## src/lcc_pkg.sv

```systemverilog
// Shared constants for the LCD clock and output configuration block.
// Assumes a single 100 MHz reference clock and one byte-wide command port.
package lcc_pkg;

  // ----------------------------------------------------------------------
  // Command prefixes
  // ----------------------------------------------------------------------
  localparam logic [3:0] CMD_OUT01 = 4'hC;
  localparam logic [3:0] CMD_OUT23 = 4'hD;
  localparam logic [3:0] CMD_OUT45 = 4'hE;
  localparam logic [5:0] CMD_MUX = 6'h00;
  localparam logic [5:0] CMD_BIAS = 6'h01;
  localparam logic [4:0] CMD_OSC = 5'h03;
  localparam logic [2:0] CMD_FRAME = 3'h1;

  // ----------------------------------------------------------------------
  // Field positions and values
  // ----------------------------------------------------------------------
  localparam int OSC_RATE_BIT = 2;
  localparam int OSC_COE_BIT = 1;
  localparam int OSC_SRC_BIT = 0;
  localparam logic [1:0] MODE_LCD = 2'h0;
  localparam logic [1:0] MODE_LCD_ALT = 2'h1;
  localparam logic [1:0] MODE_STATIC = 2'h2;
  localparam logic [1:0] MODE_PWM = 2'h3;
  localparam logic [1:0] MUX_RESET = 2'h0;
  localparam logic [1:0] BIAS_RESET = 2'h0;
  localparam logic [4:0] FD_RESET = 5'h0E;
  localparam logic [4:0] FD_MAX = 5'h16;
  localparam int NUM_OUTPUTS = 6;

  // ----------------------------------------------------------------------
  // Timing
  // ----------------------------------------------------------------------
  localparam int SLOW_DIV = 48;
  localparam int FRAME_DIV_BASE = 48;
  localparam int NOMINAL_Q = 24;
  localparam int CNT_W = 12;

endpackage

```

## src/lcc_config.sv

```systemverilog
// Command decoder and clock selection for an LCD driver with PWM outputs.
// Assumes command bytes arrive already assembled, one cmd_valid pulse each,
// and that the internal oscillator is seen as a tick pulse on ref_clk.
module lcc_config (
  input wire logic ref_clk,
  input wire logic rst,
  input wire logic cmd_valid,
  input wire logic [7:0] cmd_byte,
  input wire logic int_osc_tick,
  input wire logic shared_clock_pin_in,
  input wire logic display_on,
  output logic shared_clock_pin_out,
  output logic shared_clock_pin_oe,
  output logic int_osc_enable,
  output logic ext_clock_rate_select,
  output logic clock_out_enable,
  output logic clock_source_select,
  output logic [1:0] output0_mode_field,
  output logic [1:0] output1_mode_field,
  output logic [1:0] output2_mode_field,
  output logic [1:0] output3_mode_field,
  output logic [1:0] output4_mode_field,
  output logic [1:0] output5_mode_field,
  output logic [5:0] output_is_lcd,
  output logic [5:0] output_is_static,
  output logic [5:0] output_is_pwm,
  output logic pwm_active,
  output logic pwm_clk_tick,
  output logic [3:0] backplane_count,
  output logic [1:0] bias_select,
  output logic [4:0] frame_div_select,
  output logic lcd_frame_pulse,
  output logic ram_transfer_strobe
);
  import lcc_pkg::*;

  // ----------------------------------------------------------------------
  // Helpers
  // ----------------------------------------------------------------------
  // Divide factor q for the fast clock; unused codes hold the nominal q.
  function automatic logic [6:0] q_of(input logic [4:0] fd);
    case (fd)
      5'h00: q_of = 7'd80;
      5'h01: q_of = 7'd68;
      5'h02: q_of = 7'd60;
      5'h03: q_of = 7'd53;
      5'h04: q_of = 7'd48;
      5'h05: q_of = 7'd44;
      5'h06: q_of = 7'd40;
      5'h07: q_of = 7'd37;
      5'h08: q_of = 7'd34;
      5'h09: q_of = 7'd32;
      5'h0A: q_of = 7'd30;
      5'h0B: q_of = 7'd28;
      5'h0C: q_of = 7'd27;
      5'h0D: q_of = 7'd25;
      5'h0E: q_of = 7'd24;
      5'h0F: q_of = 7'd23;
      5'h10: q_of = 7'd22;
      5'h11: q_of = 7'd21;
      5'h12: q_of = 7'd20;
      5'h13: q_of = 7'd19;
      5'h14: q_of = 7'd18;
      5'h15: q_of = 7'd17;
      5'h16: q_of = 7'd16;
      default: q_of = NOMINAL_Q[6:0];
    endcase
  endfunction

  function automatic logic [3:0] bp_of(input logic [1:0] m);
    case (m)
      2'h2: bp_of = 4'h6;
      2'h3: bp_of = 4'h4;
      default: bp_of = 4'h8;
    endcase
  endfunction

  function automatic logic is_pwm(input logic [1:0] m);
    is_pwm = (m == MODE_PWM);
  endfunction

  // ----------------------------------------------------------------------
  // Configuration state
  // ----------------------------------------------------------------------
  logic [1:0] mode_reg [NUM_OUTPUTS];
  logic [1:0] mode_next [NUM_OUTPUTS];
  logic rate_reg, rate_next;
  logic coe_reg, coe_next;
  logic src_reg, src_next;
  logic [1:0] mux_reg, mux_next;
  logic [1:0] bias_reg, bias_next;
  logic [4:0] fd_reg, fd_next;
  logic [3:0] bp_reg, bp_next;

  always_comb begin
    for (int i = 0; i < NUM_OUTPUTS; i++) begin
      mode_next[i] = mode_reg[i];
    end
    rate_next = rate_reg;
    coe_next = coe_reg;
    src_next = src_reg;
    mux_next = mux_reg;
    bias_next = bias_reg;
    fd_next = fd_reg;
    if (cmd_valid) begin
      if (cmd_byte[7:4] == CMD_OUT01) begin
        mode_next[1] = cmd_byte[3:2];
        mode_next[0] = cmd_byte[1:0];
      end else if (cmd_byte[7:4] == CMD_OUT23) begin
        mode_next[3] = cmd_byte[3:2];
        mode_next[2] = cmd_byte[1:0];
      end else if (cmd_byte[7:4] == CMD_OUT45) begin
        mode_next[5] = cmd_byte[3:2];
        mode_next[4] = cmd_byte[1:0];
      end else if (cmd_byte[7:2] == CMD_MUX) begin
        mux_next = cmd_byte[1:0];
      end else if (cmd_byte[7:2] == CMD_BIAS) begin
        bias_next = cmd_byte[1:0];
      end else if (cmd_byte[7:3] == CMD_OSC) begin
        rate_next = cmd_byte[OSC_RATE_BIT];
        coe_next = cmd_byte[OSC_COE_BIT];
        src_next = cmd_byte[OSC_SRC_BIT];
      end else if (cmd_byte[7:5] == CMD_FRAME) begin
        // Unused prescaler codes are dropped so the frame rate stays legal.
        if (cmd_byte[4:0] <= FD_MAX) begin
          fd_next = cmd_byte[4:0];
        end
      end
      // Any other byte belongs elsewhere and leaves this state alone.
    end
    bp_next = bp_of(mux_next);
  end

  always_ff @(posedge ref_clk or posedge rst) begin
    if (rst) begin
      for (int i = 0; i < NUM_OUTPUTS; i++) begin
        mode_reg[i] <= MODE_LCD;
      end
      rate_reg <= 1'b0;
      coe_reg <= 1'b0;
      src_reg <= 1'b0;
      mux_reg <= MUX_RESET;
      bias_reg <= BIAS_RESET;
      fd_reg <= FD_RESET;
      bp_reg <= 4'h8;
    end else begin
      for (int i = 0; i < NUM_OUTPUTS; i++) begin
        mode_reg[i] <= mode_next[i];
      end
      rate_reg <= rate_next;
      coe_reg <= coe_next;
      src_reg <= src_next;
      mux_reg <= mux_next;
      bias_reg <= bias_next;
      fd_reg <= fd_next;
      bp_reg <= bp_next;
    end
  end

  // ----------------------------------------------------------------------
  // Clock selection
  // ----------------------------------------------------------------------
  logic pin_sync;
  logic pin_prev_reg, pin_prev_next;
  logic ext_tick;
  logic any_pwm;
  logic src_tick;
  logic [CNT_W-1:0] divisor;

  // The external clock is only sampled, never used as a clock: the host
  // must keep it running while the display is on, else frames stop.
  lcc_sync u_pin_sync (
    .ref_clk(ref_clk),
    .rst(rst),
    .async_in(shared_clock_pin_in),
    .sync_out(pin_sync)
  );

  always_comb begin
    pin_prev_next = pin_sync;
    ext_tick = pin_sync & ~pin_prev_reg;
    any_pwm = 1'b0;
    for (int i = 0; i < NUM_OUTPUTS; i++) begin
      any_pwm = any_pwm | is_pwm(mode_reg[i]);
    end
    src_tick = src_reg ? ext_tick : int_osc_tick;
    if (src_reg && !rate_reg) begin
      divisor = CNT_W'(SLOW_DIV);
    end else begin
      divisor = CNT_W'(FRAME_DIV_BASE) * CNT_W'(q_of(fd_reg));
    end
  end

  always_ff @(posedge ref_clk or posedge rst) begin
    if (rst) begin
      pin_prev_reg <= 1'b0;
    end else begin
      pin_prev_reg <= pin_prev_next;
    end
  end

  logic frame_pulse;

  lcc_frame_div #(
    .CNT_W(CNT_W)
  ) u_frame_div (
    .ref_clk(ref_clk),
    .rst(rst),
    .tick(src_tick),
    .divisor(divisor),
    .frame_pulse(frame_pulse)
  );

  // ----------------------------------------------------------------------
  // Registered outputs
  // ----------------------------------------------------------------------
  logic oe_reg, oe_next;
  logic pout_reg, pout_next;
  logic osc_en_reg, osc_en_next;
  logic pwm_act_reg, pwm_act_next;
  logic pwm_tick_reg, pwm_tick_next;
  logic lcd_pulse_reg, lcd_pulse_next;
  logic xfer_reg, xfer_next;
  logic toggle_reg, toggle_next;
  logic [5:0] lcd_reg, lcd_next;
  logic [5:0] stat_reg, stat_next;
  logic [5:0] pwm_reg, pwm_next;

  always_comb begin
    // The pin drives only while the internal oscillator is the source; an
    // external source turns it into an input.
    oe_next = coe_reg & ~src_reg;
    toggle_next = toggle_reg ^ (int_osc_tick & oe_next);
    pout_next = toggle_reg;
    // Internal oscillator runs when it is the source, or when PWM needs a
    // fast clock that the slow external one cannot give.
    osc_en_next = ~src_reg | (any_pwm & ~rate_reg);
    pwm_act_next = any_pwm;
    // PWM always runs from a fast clock.
    pwm_tick_next = (src_reg && rate_reg) ? ext_tick : int_osc_tick;
    lcd_pulse_next = frame_pulse;
    xfer_next = frame_pulse & display_on;
    for (int i = 0; i < NUM_OUTPUTS; i++) begin
      lcd_next[i] = (mode_reg[i] == MODE_LCD) ||
                    (mode_reg[i] == MODE_LCD_ALT);
      stat_next[i] = (mode_reg[i] == MODE_STATIC);
      pwm_next[i] = is_pwm(mode_reg[i]);
    end
  end

  always_ff @(posedge ref_clk or posedge rst) begin
    if (rst) begin
      oe_reg <= 1'b0;
      pout_reg <= 1'b0;
      osc_en_reg <= 1'b0;
      pwm_act_reg <= 1'b0;
      pwm_tick_reg <= 1'b0;
      lcd_pulse_reg <= 1'b0;
      xfer_reg <= 1'b0;
      toggle_reg <= 1'b0;
      lcd_reg <= 6'h3F;
      stat_reg <= 6'h00;
      pwm_reg <= 6'h00;
    end else begin
      oe_reg <= oe_next;
      pout_reg <= pout_next;
      osc_en_reg <= osc_en_next;
      pwm_act_reg <= pwm_act_next;
      pwm_tick_reg <= pwm_tick_next;
      lcd_pulse_reg <= lcd_pulse_next;
      xfer_reg <= xfer_next;
      toggle_reg <= toggle_next;
      lcd_reg <= lcd_next;
      stat_reg <= stat_next;
      pwm_reg <= pwm_next;
    end
  end

  assign shared_clock_pin_oe = oe_reg;
  assign shared_clock_pin_out = pout_reg;
  assign int_osc_enable = osc_en_reg;
  assign ext_clock_rate_select = rate_reg;
  assign clock_out_enable = coe_reg;
  assign clock_source_select = src_reg;
  assign output0_mode_field = mode_reg[0];
  assign output1_mode_field = mode_reg[1];
  assign output2_mode_field = mode_reg[2];
  assign output3_mode_field = mode_reg[3];
  assign output4_mode_field = mode_reg[4];
  assign output5_mode_field = mode_reg[5];
  assign output_is_lcd = lcd_reg;
  assign output_is_static = stat_reg;
  assign output_is_pwm = pwm_reg;
  assign pwm_active = pwm_act_reg;
  assign pwm_clk_tick = pwm_tick_reg;
  assign backplane_count = bp_reg;
  assign bias_select = bias_reg;
  assign frame_div_select = fd_reg;
  assign lcd_frame_pulse = lcd_pulse_reg;
  assign ram_transfer_strobe = xfer_reg;
endmodule

```

## src/lcc_sync.sv

```systemverilog
// Two-stage synchroniser for one level arriving from a pin.
// Assumes the input is asynchronous to ref_clk.
module lcc_sync (
  input wire logic ref_clk,
  input wire logic rst,
  input wire logic async_in,
  output logic sync_out
);
  logic stage1_reg;
  logic stage2_reg;
  logic stage1_next;
  logic stage2_next;

  always_comb begin
    stage1_next = async_in;
    stage2_next = stage1_reg;
  end

  always_ff @(posedge ref_clk or posedge rst) begin
    if (rst) begin
      stage1_reg <= 1'b0;
      stage2_reg <= 1'b0;
    end else begin
      stage1_reg <= stage1_next;
      stage2_reg <= stage2_next;
    end
  end

  assign sync_out = stage2_reg;
endmodule

```

## src/lcc_frame_div.sv

```systemverilog
// Frame divider: counts source clock ticks and pulses once per frame.
// Assumes tick is a one-cycle pulse on ref_clk, one per rising source clock edge.
module lcc_frame_div #(
  parameter int CNT_W = 12
) (
  input wire logic ref_clk,
  input wire logic rst,
  input wire logic tick,
  input wire logic [CNT_W-1:0] divisor,
  output logic frame_pulse
);
  logic [CNT_W-1:0] count_reg;
  logic [CNT_W-1:0] count_next;
  logic pulse_reg;
  logic pulse_next;

  // The longest frame needs 48 times 80 ticks, which needs 12 bits.
  if (CNT_W < 12) begin : g_width_check
    $error("lcc_frame_div: CNT_W too small");
  end

  always_comb begin
    count_next = count_reg;
    pulse_next = 1'b0;
    if (tick) begin
      if (count_reg + 1'b1 >= divisor) begin
        count_next = '0;
        pulse_next = 1'b1;
      end else begin
        count_next = count_reg + 1'b1;
      end
    end
  end

  always_ff @(posedge ref_clk or posedge rst) begin
    if (rst) begin
      count_reg <= '0;
      pulse_reg <= 1'b0;
    end else begin
      count_reg <= count_next;
      pulse_reg <= pulse_next;
    end
  end

  assign frame_pulse = pulse_reg;
endmodule

```

## config.mk

```make
export PLATFORM = sky130hd
export DESIGN_NAME = lcc_config
export DESIGN_NICKNAME = d
export VERILOG_FILES = /design/src/lcc_pkg.sv /design/src/lcc_config.sv /design/src/lcc_sync.sv /design/src/lcc_frame_div.sv
export SDC_FILE = /design/constraint.sdc
export NUM_CORES = 1
export LEC_CHECK = 0
export BUFFER_PORTS_ARGS = -buffer_cell sky130_fd_sc_hd__buf_2
export CAP_MARGIN = 20
export CELL_PAD_IN_SITES_DETAIL_PLACEMENT = 1
export CELL_PAD_IN_SITES_GLOBAL_PLACEMENT = 2
export CORE_MARGIN = 4
export CORE_UTILIZATION = 30
export DETAILED_ROUTE_END_ITERATION = 10
export PLACE_DENSITY_LB_ADDON = 0.12
export SYNTH_ARGS = -nofsm -noshare
export SYNTH_HDL_FRONTEND = slang
export SYNTH_HIERARCHICAL = 1
export SYNTH_SLANG_ARGS = --single-unit
```

## constraint.sdc

```tcl
create_clock -name ref_clk -period 4.4 [get_ports ref_clk]
set_input_delay 0.66 -clock ref_clk [delete_from_list [all_inputs] [get_ports ref_clk]]
set_output_delay 0.66 -clock ref_clk [all_outputs]
set_load 0.01 [all_outputs]
```

# == After elaboration in Yosys (flattened, before gate mapping) ==
# Memories as Yosys holds them, arrays and structs flattened.
# Cells that the tools add are included.
# totals
wordCells,116
rom_bits,224
ff_bits,70
inputBits,14
n_memories,1
# classes
bitwise,21
n_mul,1
magnitude_cmp,2
mux,13
addsub,1
n_reduce_logical,22
eq_ne,26
# memory_table
memory,depth,width,rd,rd_clocked_by_memory_dff,write_ports,line_no,text
(name not given),32,7,1,0,0,lcc_config.sv:42,case (fd)
# ops
operator,count
"2-bit == test, second input constant",14
12-bit 2-to-1 mux,2
"12-bit by 1-bit adder with 12-bit output, second input constant",1
"2-bit by 1-bit == test with 1-bit output, second input constant",6
"4-bit == test, second input constant",3
12-bit >= comparator,1
2-bit logical NOT,6
2-bit 2-to-1 mux,5
1-bit inverter,9
9-bit AND reduction,1
"2-bit by 7-bit multiplier with 8-bit output, first input constant",1
4-bit case mux with 2 select lines,1
7-bit 2-to-1 mux,1
7-bit AND reduction,1
"6-bit by 1-bit == test with 1-bit output, second input constant",1
6-bit logical NOT,1
1-bit logical OR,6
1-bit OR,6
6-bit AND reduction,1
1-bit AND,5
"5-bit by 2-bit == test with 1-bit output, second input constant",1
"5-bit less-or-equal comparator, second input constant",1
1-bit 2-to-1 mux,4
4-bit AND reduction,1
6 further kinds,7

# == Depth between registers and ports, before layout ==
# Gate-level depths: netlist of run 1.
# logic_depth
ltp_word,8
depth_mapped,18

# == Hierarchy ==
# The synthesis of run 1 kept the hierarchy.
# modules_own_cells
mod,cells_per_inst,n_inst,area_per_inst_um2
lcc_config,224,1,2548.7
lcc_frame_div,121,1,1117.3
lcc_sync,3,1,53.8

# == Worst setup path after synthesis of run 1 ==
# OpenSTA, ideal clock, no wires.
# synth_timing
path_kind,reg2reg
start,"register fd_reg[1], in the netlist frame_div_select[1]"
end,"register u_frame_div.pulse_reg, in the netlist u_frame_div/frame_pulse"
path_stages_with_launch,18
arrival_ns,3.925
t_required_ns,4.281
slack_ns,0.356
setup_time_ns,0.119
period_less_slack_ns,4.044
path_cell_list,dfstp_2 inv_1 ha_1 mux2_2 or3_1 o21ai_0 ha_1 fa_1 a211oi_1 nor2_1 nand4b_1 o211ai_1 inv_1 ha_1 and4_2 a221oi_4 nand2_4 and2_1
# synth_via
elab_chain_cells,7
# synth_lines
element,line_no,text
"start, declared",lcc_config.sv:92,"logic [4:0] fd_reg, fd_next;"
"start signal, assigned",lcc_config.sv:155,fd_reg <= fd_next;
memory 32 x 7 bit,n/a,
7-bit 2-to-1 mux,lcc_config.sv:187,if (src_reg && !rate_reg) begin
2-bit by 7-bit multiplier with 8-bit output,lcc_config.sv:190,divisor = CNT_W'(FRAME_DIV_BASE) * CNT_W'(q_of(fd_reg));
12-bit 2-to-1 mux,lcc_config.sv:187,
net divisor[11],lcc_config.sv:168,logic [CNT_W-1:0] divisor;
12-bit >= comparator,lcc_frame_div.sv:26,if (count_reg + 1'b1 >= divisor) begin
1-bit 2-to-1 mux,lcc_frame_div.sv:26,
1-bit 2-to-1 mux,lcc_frame_div.sv:25,if (tick) begin
net u_frame_div.pulse_next,lcc_frame_div.sv:15,logic pulse_next;
"end signal, assigned",lcc_frame_div.sv:41,pulse_reg <= pulse_next;
"end, declared",lcc_frame_div.sv:14,logic pulse_reg;
# The timed path passes the listed nets, and every way through them passes these cells. The select of a mux whose other input is x is not followed.
# A chain may end at the register's enable or synchronous reset.

# == Worst setup path in the final report of run 1 ==
# Ends and elaborated chain as after synthesis.

==> results of run 1 <==
placed cells by master, fill, tap and decap left out, types with 3 or more instances in the layout:
cell type,instances
bufinv_16,3
xnor2_1,11
o21ai_0,9
nor3b_1,3
dfstp_2,10
mux2_2,23
nor2b_1,6
a211oi_1,7
and2_1,9
o22ai_1,6
buf_4,6
inv_1,35
nand2b_1,3
a21oi_1,10
nand3_1,4
o21ai_1,4
nor2_1,28
nor3_1,7
clkbuf_16,9
mux2i_1,3
conb_1,5
ha_1,25
a31o_1,3
buf_2,63
dfrtp_1,59
nand2_1,22
nand4_1,7
layout make-up:
cell class / count / area, µm² / area share
clock inverters: 6 / 116 / 0.0251
inverters: 37 / 139 / 0.0300
flip-flops and latches: 69 / 1740 / 0.376
clock buffers: 10 / 239 / 0.0516
multi-input cells: 236 / 1820 / 0.394
well taps: 168 / 210 / 0.0454
repair buffers: 69 / 360 / 0.0779
power breakdown:
part           total, µW  internal [µW]  switching (µW)  leakage [µW]
logic               1210            516             696       0.00115
clock network        856            574             283      0.000174
registers            914            796             118      0.000846
logic make-up (layout without fill, tap and decap cells):
group           after synthesis  after routing  share of synthesized area
flops                        69             69                      0.468
xor+xnor                     13             13                     0.0326
other cells                   1              5                    0.00101
fa+ha+maj                    27             27                     0.0928
buf+inv                      47            122                     0.0488
compound gates               51             51                      0.101
simple gates                112            112                      0.169
mux                          28             28                     0.0878
metrics by stage:
| step | instances | hold WS, ps | setup WS, ps |
|---|---|---|---|
| finish | 595 | 196 | 297 |
| global placement | 578 | 335 | 253 |
| detailed placement | 578 | 345 | 142 |
| global route | 595 | 183 | 9.87 |
| floorplan | 352 | 331 | 356 |
| CTS | 594 | 181 | 129 |
path summary, 6_finish.rpt:
path / start / end / slack (ps) / cells after the start
max: frame_div_select[1] / u_frame_div/frame_pulse / 300 / 17
max in group asynchronous: rst / output5_mode_field[0] / 3400 / 3
max reg2reg: frame_div_select[1] / u_frame_div/frame_pulse / 300 / 17
min reg2reg: u_pin_sync/stage1_reg / u_pin_sync/sync_out / 360 / 0
min: rst / u_pin_sync/stage1_reg / 200 / 2
min in group ref_clk: u_pin_sync/stage1_reg / u_pin_sync/sync_out / 360 / 0
worst max-delay path, delay by kind of cell, from the launching register on:
family	cells	cell delay [ps]
buffers and inverters	2	140
flip-flops	1	530
multiplexers	1	270
AO/OA/AOI/OAI	4	700
AND/OR/NAND/NOR	6	1250
adder cells (fa/ha/maj)	4	1110
synth_stat cells, types with 2 or more instances:
| master | count | area [µm²] |
|---|---|---|
| mux2_2 | 23 | 259 |
| o221ai_2 | 2 | 30.0 |
| o21ai_0 | 10 | 50.1 |
| nor2_2 | 2 | 12.5 |
| nand3_1 | 4 | 20.0 |
| o21ai_1 | 4 | 20.0 |
| and3_1 | 2 | 12.5 |
| a21oi_1 | 10 | 50.1 |
| nor3_1 | 7 | 35.0 |
| clkbuf_1 | 8 | 30.0 |
| dfrtp_1 | 59 | 1480 |
| mux2i_1 | 3 | 30.0 |
| nor2_1 | 28 | 105 |
| inv_1 | 36 | 135 |
| o211ai_1 | 2 | 15.0 |
| xnor2_1 | 11 | 96.3 |
| or3_1 | 2 | 12.5 |
| nor3b_1 | 3 | 22.5 |
| dfstp_2 | 10 | 263 |
| a211oi_1 | 7 | 52.6 |
| and2_1 | 9 | 56.3 |
| nor2b_1 | 6 | 37.5 |
| nand4_1 | 7 | 43.8 |
| a31o_1 | 3 | 26.3 |
| o22ai_1 | 6 | 37.5 |
| nand3_2 | 2 | 20.0 |
| ha_1 | 26 | 325 |
| nand2b_1 | 3 | 18.8 |
| nor3_2 | 2 | 20.0 |
| nor4b_1 | 2 | 17.5 |
| a21o_1 | 2 | 15.0 |
| nand2_1 | 22 | 82.6 |
timing repair:
action / in CTS / in global routing
setup buffers: 0 / 1
resized for setup: 0 / 4
setup endpoints to repair: 0 / 13
layer usage:
metal | global-route usage | share of wire | vias up
li1 | - | - | 1351
met2 | 0.211 | 0.46 | 37
met1 | 0.187 | 0.49 | 1344
met3 | 0.0456 | 0.043 | 8
met5 | 0 | 0 | -
met4 | 0.0365 | 0.012 | 0
==> flow_summary.yaml, run 1 <==
yosys:
  ys_warn_count: 6
  async_flop_share: 1.00
  synth_area_per_cell_um2: 10.7
  ys_dominant_reg_cell: "dfrtp_1"
  synth-edff-count: 0
  ys_types: 57
  syn_inst: 348
  synth_area_um2: 3720
  synth-seq-cells: 69
  ys_seq_area_frac: 0.468
run:
  maxCapViolations: 0
critical_path:
  cpPeakStageDelay_ps: 530
  path_class: "reg2reg"
  crit_chain: "inv_1 > ha_1 > mux2_2 > or3_1 > o21ai_2 > ha_2 > fa_2 > a211oi_1 > nor2_1 > nand4b_1 > o211ai_1 > inv_1 > ha_1 > and4_2 > a221oi_4 > nand2_4 > and2_1"
  arrival_ps: 4330
  required_ps: 4630
  end_kind: "flop"
  start_kind: "flop"
  path_max_fanout: 8
  crit_slowest_cell: "dfstp_2"
clock_tree:
  clockBufferDepth: 2
  h-tree-depth: 3
  clk_pin_slew_ps: 60
  cts_tree: "yes"
  cts_buffers: 9
  cts-root-buf: "clkbuf_16"
  numClockSinks: 69
  hold_buffers: 0
  insertion_delay_ps: 340
sta:
  rsz0062_at_grt: "false"
  clock_skew_ps: 7.40
  period_needed_ps: 4100
  setup_viol: 0
  slew-limit-headroom: 0.532
  period_share: 0.932
  max_freq_mhz: 244
  timing_worst_slew_pin_value_ps: 700
  report.final.hold_viol_count: 0
  setup_tns_ps: 0
  final-max-slew-violation-count: 0
floorplan:
  std_cell_rows: 40
  die_w_um: 119
  top_level_ports: 65
  die_area_um2: 14200
  fp.dieH_um: 119
  initial_core_util: 0.308
  coreArea_um2: 12100
status:
  run_status: "finished clean"
global_routing:
  antenna_found_initial: 0
  grt_pass1_wl_um: 15500
  grt_usage: 0.137
  grt_max_degree: 52
  grt_overflow: 0
  grt_pass1_vias: 2924
detailed_routing:
  drt_iter0_markers: 79
  first_pass_iters: 4
  wirelength_um: 8940
  route.detailed.drc: 0
  antenna_left: 0
  avgRoutedWirePerCell_um: 15.0
  avgViaCountPerCell: 4.61
  dr_total_vias: 2740
power_and_ir_drop:
  leakage_uw: 0.00217
  worst_ir_drop_vdd_uv: 358
  fin_total_pwr_uw: 2980
  powerDensity_nw_per_um2: 645
final_layout:
  largest_reg_flops: 12
  final_area_um2: 4630
  area_delta_synth_final_pct: 24.4
  fillerInstances: 1389
  fin_util: 0.384
  n_antenna_cell: 0
  drive_gt1_frac: 0.337
  final_net_count: 463
place:
  placed_area_um2: 4260
  gp_congestion: 0.727
  portBuffers: 63
  hpwl_um: 6720
min_path:
  hp-class: "in2async"
No activity file was read; power rests on OpenSTA's default activity.
==> run 2, diff against run 1 <==
--- a/config.mk
+++ b/config.mk
@@ -15,5 +15,4 @@
 export PLACE_DENSITY_LB_ADDON = 0.12
 export SYNTH_ARGS = -nofsm -noshare
 export SYNTH_HDL_FRONTEND = slang
-export SYNTH_HIERARCHICAL = 1
 export SYNTH_SLANG_ARGS = --single-unit
==> run 2 against run 1 <==
  * Maximum frequency increased by 0.98%
  * Clock power decreased by 20%
  * Largest power group unchanged
  * Critical endpoint is now u_frame_div.count_reg[4]
  * Register-to-register slack improved by 40 ps
  * Non-clock buffer count unchanged
==> flow_summary.yaml, run 2 <==
floorplan:
  fp.dieH_um: 116
  top_level_ports: 65
  die_area_um2: 13400
  std_cell_rows: 39
  coreArea_um2: 11400
  initial_core_util: 0.305
  die_w_um: 116
global_routing:
  grt_usage: 0.138
  grt_pass1_wl_um: 14500
  antenna_found_initial: 0
  grt_max_degree: 47
  grt_pass1_vias: 2792
  grt_overflow: 0
place:
  gp_congestion: 0.747
  hpwl_um: 6300
  portBuffers: 63
  pre_cts_slack_ps: 160
clock_tree:
  cts_buffers: 9
  clk_pin_slew_ps: 60
  insertion_delay_ps: 330
  hold_buffers: 0
  cts-root-buf: "clkbuf_16"
  h-tree-depth: 3
  clockBufferDepth: 2
  numClockSinks: 69
  cts_tree: "yes"
final_layout:
  drive_gt1_frac: 0.321
  n_antenna_cell: 0
  final_net_count: 429
  area_delta_synth_final_pct: 23.0
  final_common_cell: "buf_2"
  largest_reg_flops: 12
  final_cell_mix: "buf_2, dfrtp_1, nand2_1, nor2_1, ha_1"
  fillerInstances: 1281
yosys:
  ys_types: 53
  syn_inst: 318
  synth-edff-count: 0
  synth_mux_area_frac: 0.0879
  syn_nets: 356
  synth_simple_gate_area_frac: 0.164
  synth-adder-area-share: 0.0883
  ys_dominant_reg_cell: "dfrtp_1"
  synth_top_area_frac: 0.423
  synthTopCellsByCount: "dfrtp_1, nand2_1, nor2_1"
  async_flop_share: 1.00
  synth-seq-cells: 69
  synth_area_per_cell_um2: 11.0
  ys_warn_count: 0
  synth-xor-area-share: 0.0352
  synth-compound-area-share: 0.0987
  synth_top_family_by_area: "simple AND/OR/NAND/NOR gates"
  yosysTopAreaCell: "dfrtp_1"
  synth_area_um2: 3490
  synth.most_common_cell: "dfrtp_1"
  ys_seq_area_frac: 0.499
  synth_area_leaders: "dfrtp_1, ha_1, dfstp_2"
power_and_ir_drop:
  worst_ir_drop_vdd_uv: 267
  leakage_uw: 0.00206
  powerDensity_nw_per_um2: 603
critical_path:
  end_kind: "flop"
  crit_chain: "inv_1 > ha_1 > mux4_2 > nor2_1 > a21oi_1 > ha_1 > a21o_1 > a21oi_1 > o21bai_1 > o311ai_1 > ha_1 > a21oi_1 > o21ai_1 > or4_1 > a21oi_1 > a221o_1"
  start_kind: "flop"
  cpPeakStageDelay_ps: 530
  arrival_ps: 4330
  startpoint: "frame_div_select[1]"
  r2r-start: "frame_div_select[1]"
  required_ps: 4660
  worst_path_most_repeated_cell: "a21oi_1"
  path_class: "reg2reg"
  crit_slowest_cell: "dfstp_2"
  path_max_fanout: 4
sta:
  period_needed_ps: 4060
  clock_skew_ps: 7.87
  report.final.hold_viol_count: 0
  slew-limit-headroom: 0.542
  final-max-slew-violation-count: 0
  max_freq_mhz: 246
  timing_worst_slew_pin_value_ps: 668
  period_share: 0.923
  fin_ws_ps: 337
  rsz0062_at_grt: "false"
  setup_tns_ps: 0
  setup_viol: 0
detailed_routing:
  drt_iter0_markers: 116
  avgRoutedWirePerCell_um: 15.5
  antenna_left: 0
  first_pass_iters: 4
  dr_total_vias: 2560
  avgViaCountPerCell: 4.75
  wirelength_um: 8350
  route.detailed.drc: 0
min_path:
  hp-class: "in2async"
status:
  run_status: "finished clean"
run:
  maxCapViolations: 0
[run 2: cell types whose count changed in the layout (fill, tap and decap cells not counted), sizes merged, moves of 4 or more]
cell	change
inv	-20
nand4	-4
nand2	+6
o22ai	-5
a211oi	-6
nor2	-5
nor3	-5
conb	-4
nand2b	+8
[run 2: final timing paths]
| kind | cells past startpoint | slack [ps] | endpoint |
|---|---|---|---|
| setup / recovery | 16 | 340 | u_frame_div.count_reg[4] |
| hold / removal | 2 | 270 | u_frame_div.count_reg[4] |
| setup reg to reg | 16 | 340 | u_frame_div.count_reg[4] |
| hold reg to reg | 0 | 350 | u_pin_sync.sync_out |
| max in group asynchronous | 4 | 3240 | output_is_lcd[5] |
| min in group ref_clk | 0 | 350 | u_pin_sync.sync_out |
[run 2: cell type report]
cell class              count  area [µm²]  area share
clock buffers               9         225      0.0525
inverters                  16        60.1      0.0140
well taps                 143         179      0.0417
repair buffers             69         373      0.0869
clock inverters             7        55.1      0.0128
flip-flops and latches     69        1740       0.406
multi-input cells         226        1660       0.386
[run 2: layer usage]
metal / vias to the layer above / wire length [µm] / track usage
li1: 1249 / - / -
met1: 1254 / 3790 / 0.177
met2: 49 / 4040 / 0.224
met3: 8 / 448 / 0.0470
met4: 0 / 70 / 0.0379
met5: - / 0 / 0
[run 2: critical path: cells and delay by family (launching register included)]
kind            cells  cell delay, ps
simple gates        2             580
flops               1             530
mux                 1             460
buf+inv             1              70
compound gates      9            1390
fa+ha+maj           3             980
[run 2: where the power goes]
group	total, µW	switching, µW	internal [µW]
combinational	987	550	437
clock	682	294	388
sequential	917	124	793
total	2590	968	1620
[run 2: repair_timing]
item / CTS / global route
setup endpoints to repair: 0 / 7
setup buffers: 0 / 0
hold endpoints to repair: 0 / 0
gates resized for setup: 0 / 3
[run 2: kinds of logic (layout without fill, tap and decap cells)]
| kind of cell | after synthesis | count (layout) |
|---|---|---|
| and+or+nand+nor | 110 | 110 |
| buffers and inverters | 23 | 101 |
| adders and majority gates | 24 | 24 |
| xor gates and xnor gates | 14 | 14 |
| AOI/OAI and AO/OA | 52 | 52 |
| muxes | 25 | 25 |
| other | 1 | 1 |
| DFF | 69 | 69 |
[run 2: through the flow]
stage                     total power [µW]  std cells  hold WS (ps)   util  cell area [µm²]
final                                 2590        539           266  0.376             4290
after global routing                  2820        539           272  0.376             4290
after CTS                             2640        538           352  0.374             4270
after detailed placement              1940        522           336  0.349             3990
after global placement                1920        522           338  0.349             3990
after floorplan                       1600        318           331      -             3490
==> run 3, diff against run 2 <==
--- a/config.mk
+++ b/config.mk
@@ -10,7 +10,7 @@
 export CELL_PAD_IN_SITES_DETAIL_PLACEMENT = 1
 export CELL_PAD_IN_SITES_GLOBAL_PLACEMENT = 2
 export CORE_MARGIN = 4
-export CORE_UTILIZATION = 30
+export CORE_UTILIZATION = 36
 export DETAILED_ROUTE_END_ITERATION = 10
 export PLACE_DENSITY_LB_ADDON = 0.12
 export SYNTH_ARGS = -nofsm -noshare
==> run 3 against run 2 <==
  * Register-to-register slack barely moved
  * Worst hold slack better by 94 ps
  * Utilization is 6.8 points higher
  * Flip-flop and latch count unchanged
  * First-iteration DRC count down 56%
  * Die area shrank 16%
  * Non-clock buffer count is 2 lower
  * Combinational power down 0.4%
  * Global-route usage grew 2.2 points
  * Critical endpoint is now u_frame_div.count_reg[2]
  * Largest power group unchanged
==> flow_summary.yaml, run 3 (synthesis gave the netlist of run 2 again) <==
global_routing:
  grt_overflow: 0
  grt_pass1_wl_um: 14200
  grt_pass1_vias: 2811
  antenna_found_initial: 0
  grt_max_degree: 44
  grt_usage: 0.160
detailed_routing:
  route.detailed.drc: 0
  drt_iter0_markers: 51
  dr_total_vias: 2546
  avgViaCountPerCell: 4.87
  first_pass_iters: 6
  antenna_left: 0
  wirelength_um: 8210
  avgRoutedWirePerCell_um: 15.7
critical_path:
  worst_path_most_repeated_cell: "a21oi_1"
  regToRegSetupSlack_ps: 340
  r2r_cells: 16
  path_max_fanout: 4
  worst-path-stages: 16
  r2r_end: "u_frame_div.count_reg[2]"
  path_class: "reg2reg"
  crit_buf_inv: 1
  path_delay_family: "compound AO/OA/AOI/OAI gates"
  endpoint: "u_frame_div.count_reg[2]"
  arrival_ps: 4350
  end_kind: "flop"
  required_ps: 4700
  startpoint: "frame_div_select[1]"
  start_kind: "flop"
  crit_slowest_cell: "dfstp_2"
  cpPeakStageDelay_ps: 530
  crit_chain: "inv_1 > ha_1 > mux4_2 > nor2_1 > a21oi_1 > ha_1 > a21o_1 > a21oi_1 > o21bai_1 > o311ai_1 > ha_1 > a21oi_1 > o21ai_1 > or4b_1 > a21oi_1 > a221o_1"
  r2r-start: "frame_div_select[1]"
final_layout:
  final_common_cell: "buf_2"
  fin_util: 0.444
  drive_gt1_frac: 0.315
  largest_reg_flops: 12
  area_delta_synth_final_pct: 18.7
  final_net_count: 427
  n_antenna_cell: 0
  final_cell_mix: "buf_2, dfrtp_1, nand2_1, nor2_1, ha_1"
clock_tree:
  h-tree-depth: 3
  hold_buffers: 0
  insertion_delay_ps: 350
  cts_setup_buffers: 0
  clockBufferDepth: 2
  cts_buffers: 9
  clk_pin_slew_ps: 90
  cts_tree: "yes"
  cts-root-buf: "clkbuf_8"
  numClockSinks: 69
floorplan:
  die_area_um2: 11300
  fp.dieH_um: 106
  coreArea_um2: 9330
  die_w_um: 106
  initial_core_util: 0.374
  top_level_ports: 65
  std_cell_rows: 35
min_path:
  hp-class: "reg2reg"
sta:
  report.final.hold_viol_count: 0
  timing_worst_slew_pin_value_ps: 928
  max_freq_mhz: 247
  setup_tns_ps: 0
  final-max-slew-violation-count: 0
  rsz0062_at_grt: "false"
  fin_ws_ps: 344
  whs_ps: 360
  period_needed_ps: 4060
  period_share: 0.922
  clock_skew_ps: 18.4
  setup_viol: 0
  slew-limit-headroom: 0.381
place:
  pre_cts_slack_ps: 150
  gp_congestion: 0.760
  portBuffers: 63
  hpwl_um: 6090
run:
  maxCapViolations: 0
status:
  run_status: "finished clean"
power_and_ir_drop:
  power.internal_uw: 1450
  power_frac_comb: 0.414
  seqPwrFrac: 0.386
  fin_total_pwr_uw: 2370
  netSwitchingPower_uw: 925
  p_clk_frac: 0.200
  swShare: 0.390
  leakage_uw: 0.00200
  worst_ir_drop_vdd_uv: 225
  powerDensity_nw_per_um2: 573
[run 3: changes by cell type in the layout (fill, tap and decap cells not counted)]
cell,delta
dfrtp_2,-1
inv_1,-1
dfrtp_1,+1
clkinv_4,-1
inv_2,+1
buf_4,-1
buf_12,-1
clkbuf_1,+1
inv_8,-1
clkbuf_8,+10
clkbuf_16,-9
[run 3: per-layer routing]
layer / track usage / part of all wire / vias to the layer above
met1: 0.194 / 0.44 / 1262
met3: 0.0443 / 0.044 / 5
li1: - / - / 1236
met2: 0.273 / 0.51 / 43
met4: 0.0548 / 0.0099 / 0
met5: 0 / 0 / -
[run 3: cell type report]
| class | instances | area (µm²) |
|---|---|---|
| fillers | 1077 | 5190 |
| flip-flops and latches | 69 | 1740 |
| multi-input cells | 226 | 1660 |
| repair buffers | 67 | 345 |
| well taps | 129 | 161 |
| clock buffers | 11 | 141 |
| inverters | 16 | 60.1 |
| clock inverters | 5 | 35.0 |
[run 3: worst min-delay path by stage]
stage / start / slack [ps] / end / cells after the start
finish: u_pin_sync.stage1_reg / 360 / u_pin_sync.sync_out / 0
global route: u_pin_sync.stage1_reg / 370 / u_pin_sync.sync_out / 0
CTS: u_pin_sync.stage1_reg / 360 / u_pin_sync.sync_out / 0
detailed placement: u_pin_sync.stage1_reg / 340 / u_pin_sync.sync_out / 0
global placement: u_pin_sync.stage1_reg / 340 / u_pin_sync.sync_out / 0
floorplan: u_pin_sync.stage1_reg / 330 / u_pin_sync.sync_out / 0
[run 3: power by group through the flow]
stage                     Combinational [µW]  Sequential, µW  Clock (µW)
final                                    983             915         475
after global routing                    1140             945         528
after CTS                               1000             919         498
after detailed placement                1000             929           0
after global placement                   979             923           0
after floorplan                          654             948           0
[run 3: timing repair]
item                                   in CTS  in global routing
resized for setup                           0                  3
setup endpoints to repair                   0                  6
endpoints found under the hold margin       0                  0
[run 3: through the flow]
| stage | cells | cell area [µm²] |
|---|---|---|
| 6_report | 523 | 4140 |
| 5_1_grt | 523 | 4140 |
| 4_1_cts | 523 | 4140 |
| 3_5_place_dp | 507 | 3960 |
| 3_3_place_gp | 507 | 3960 |
| 2_1_floorplan | 318 | 3490 |
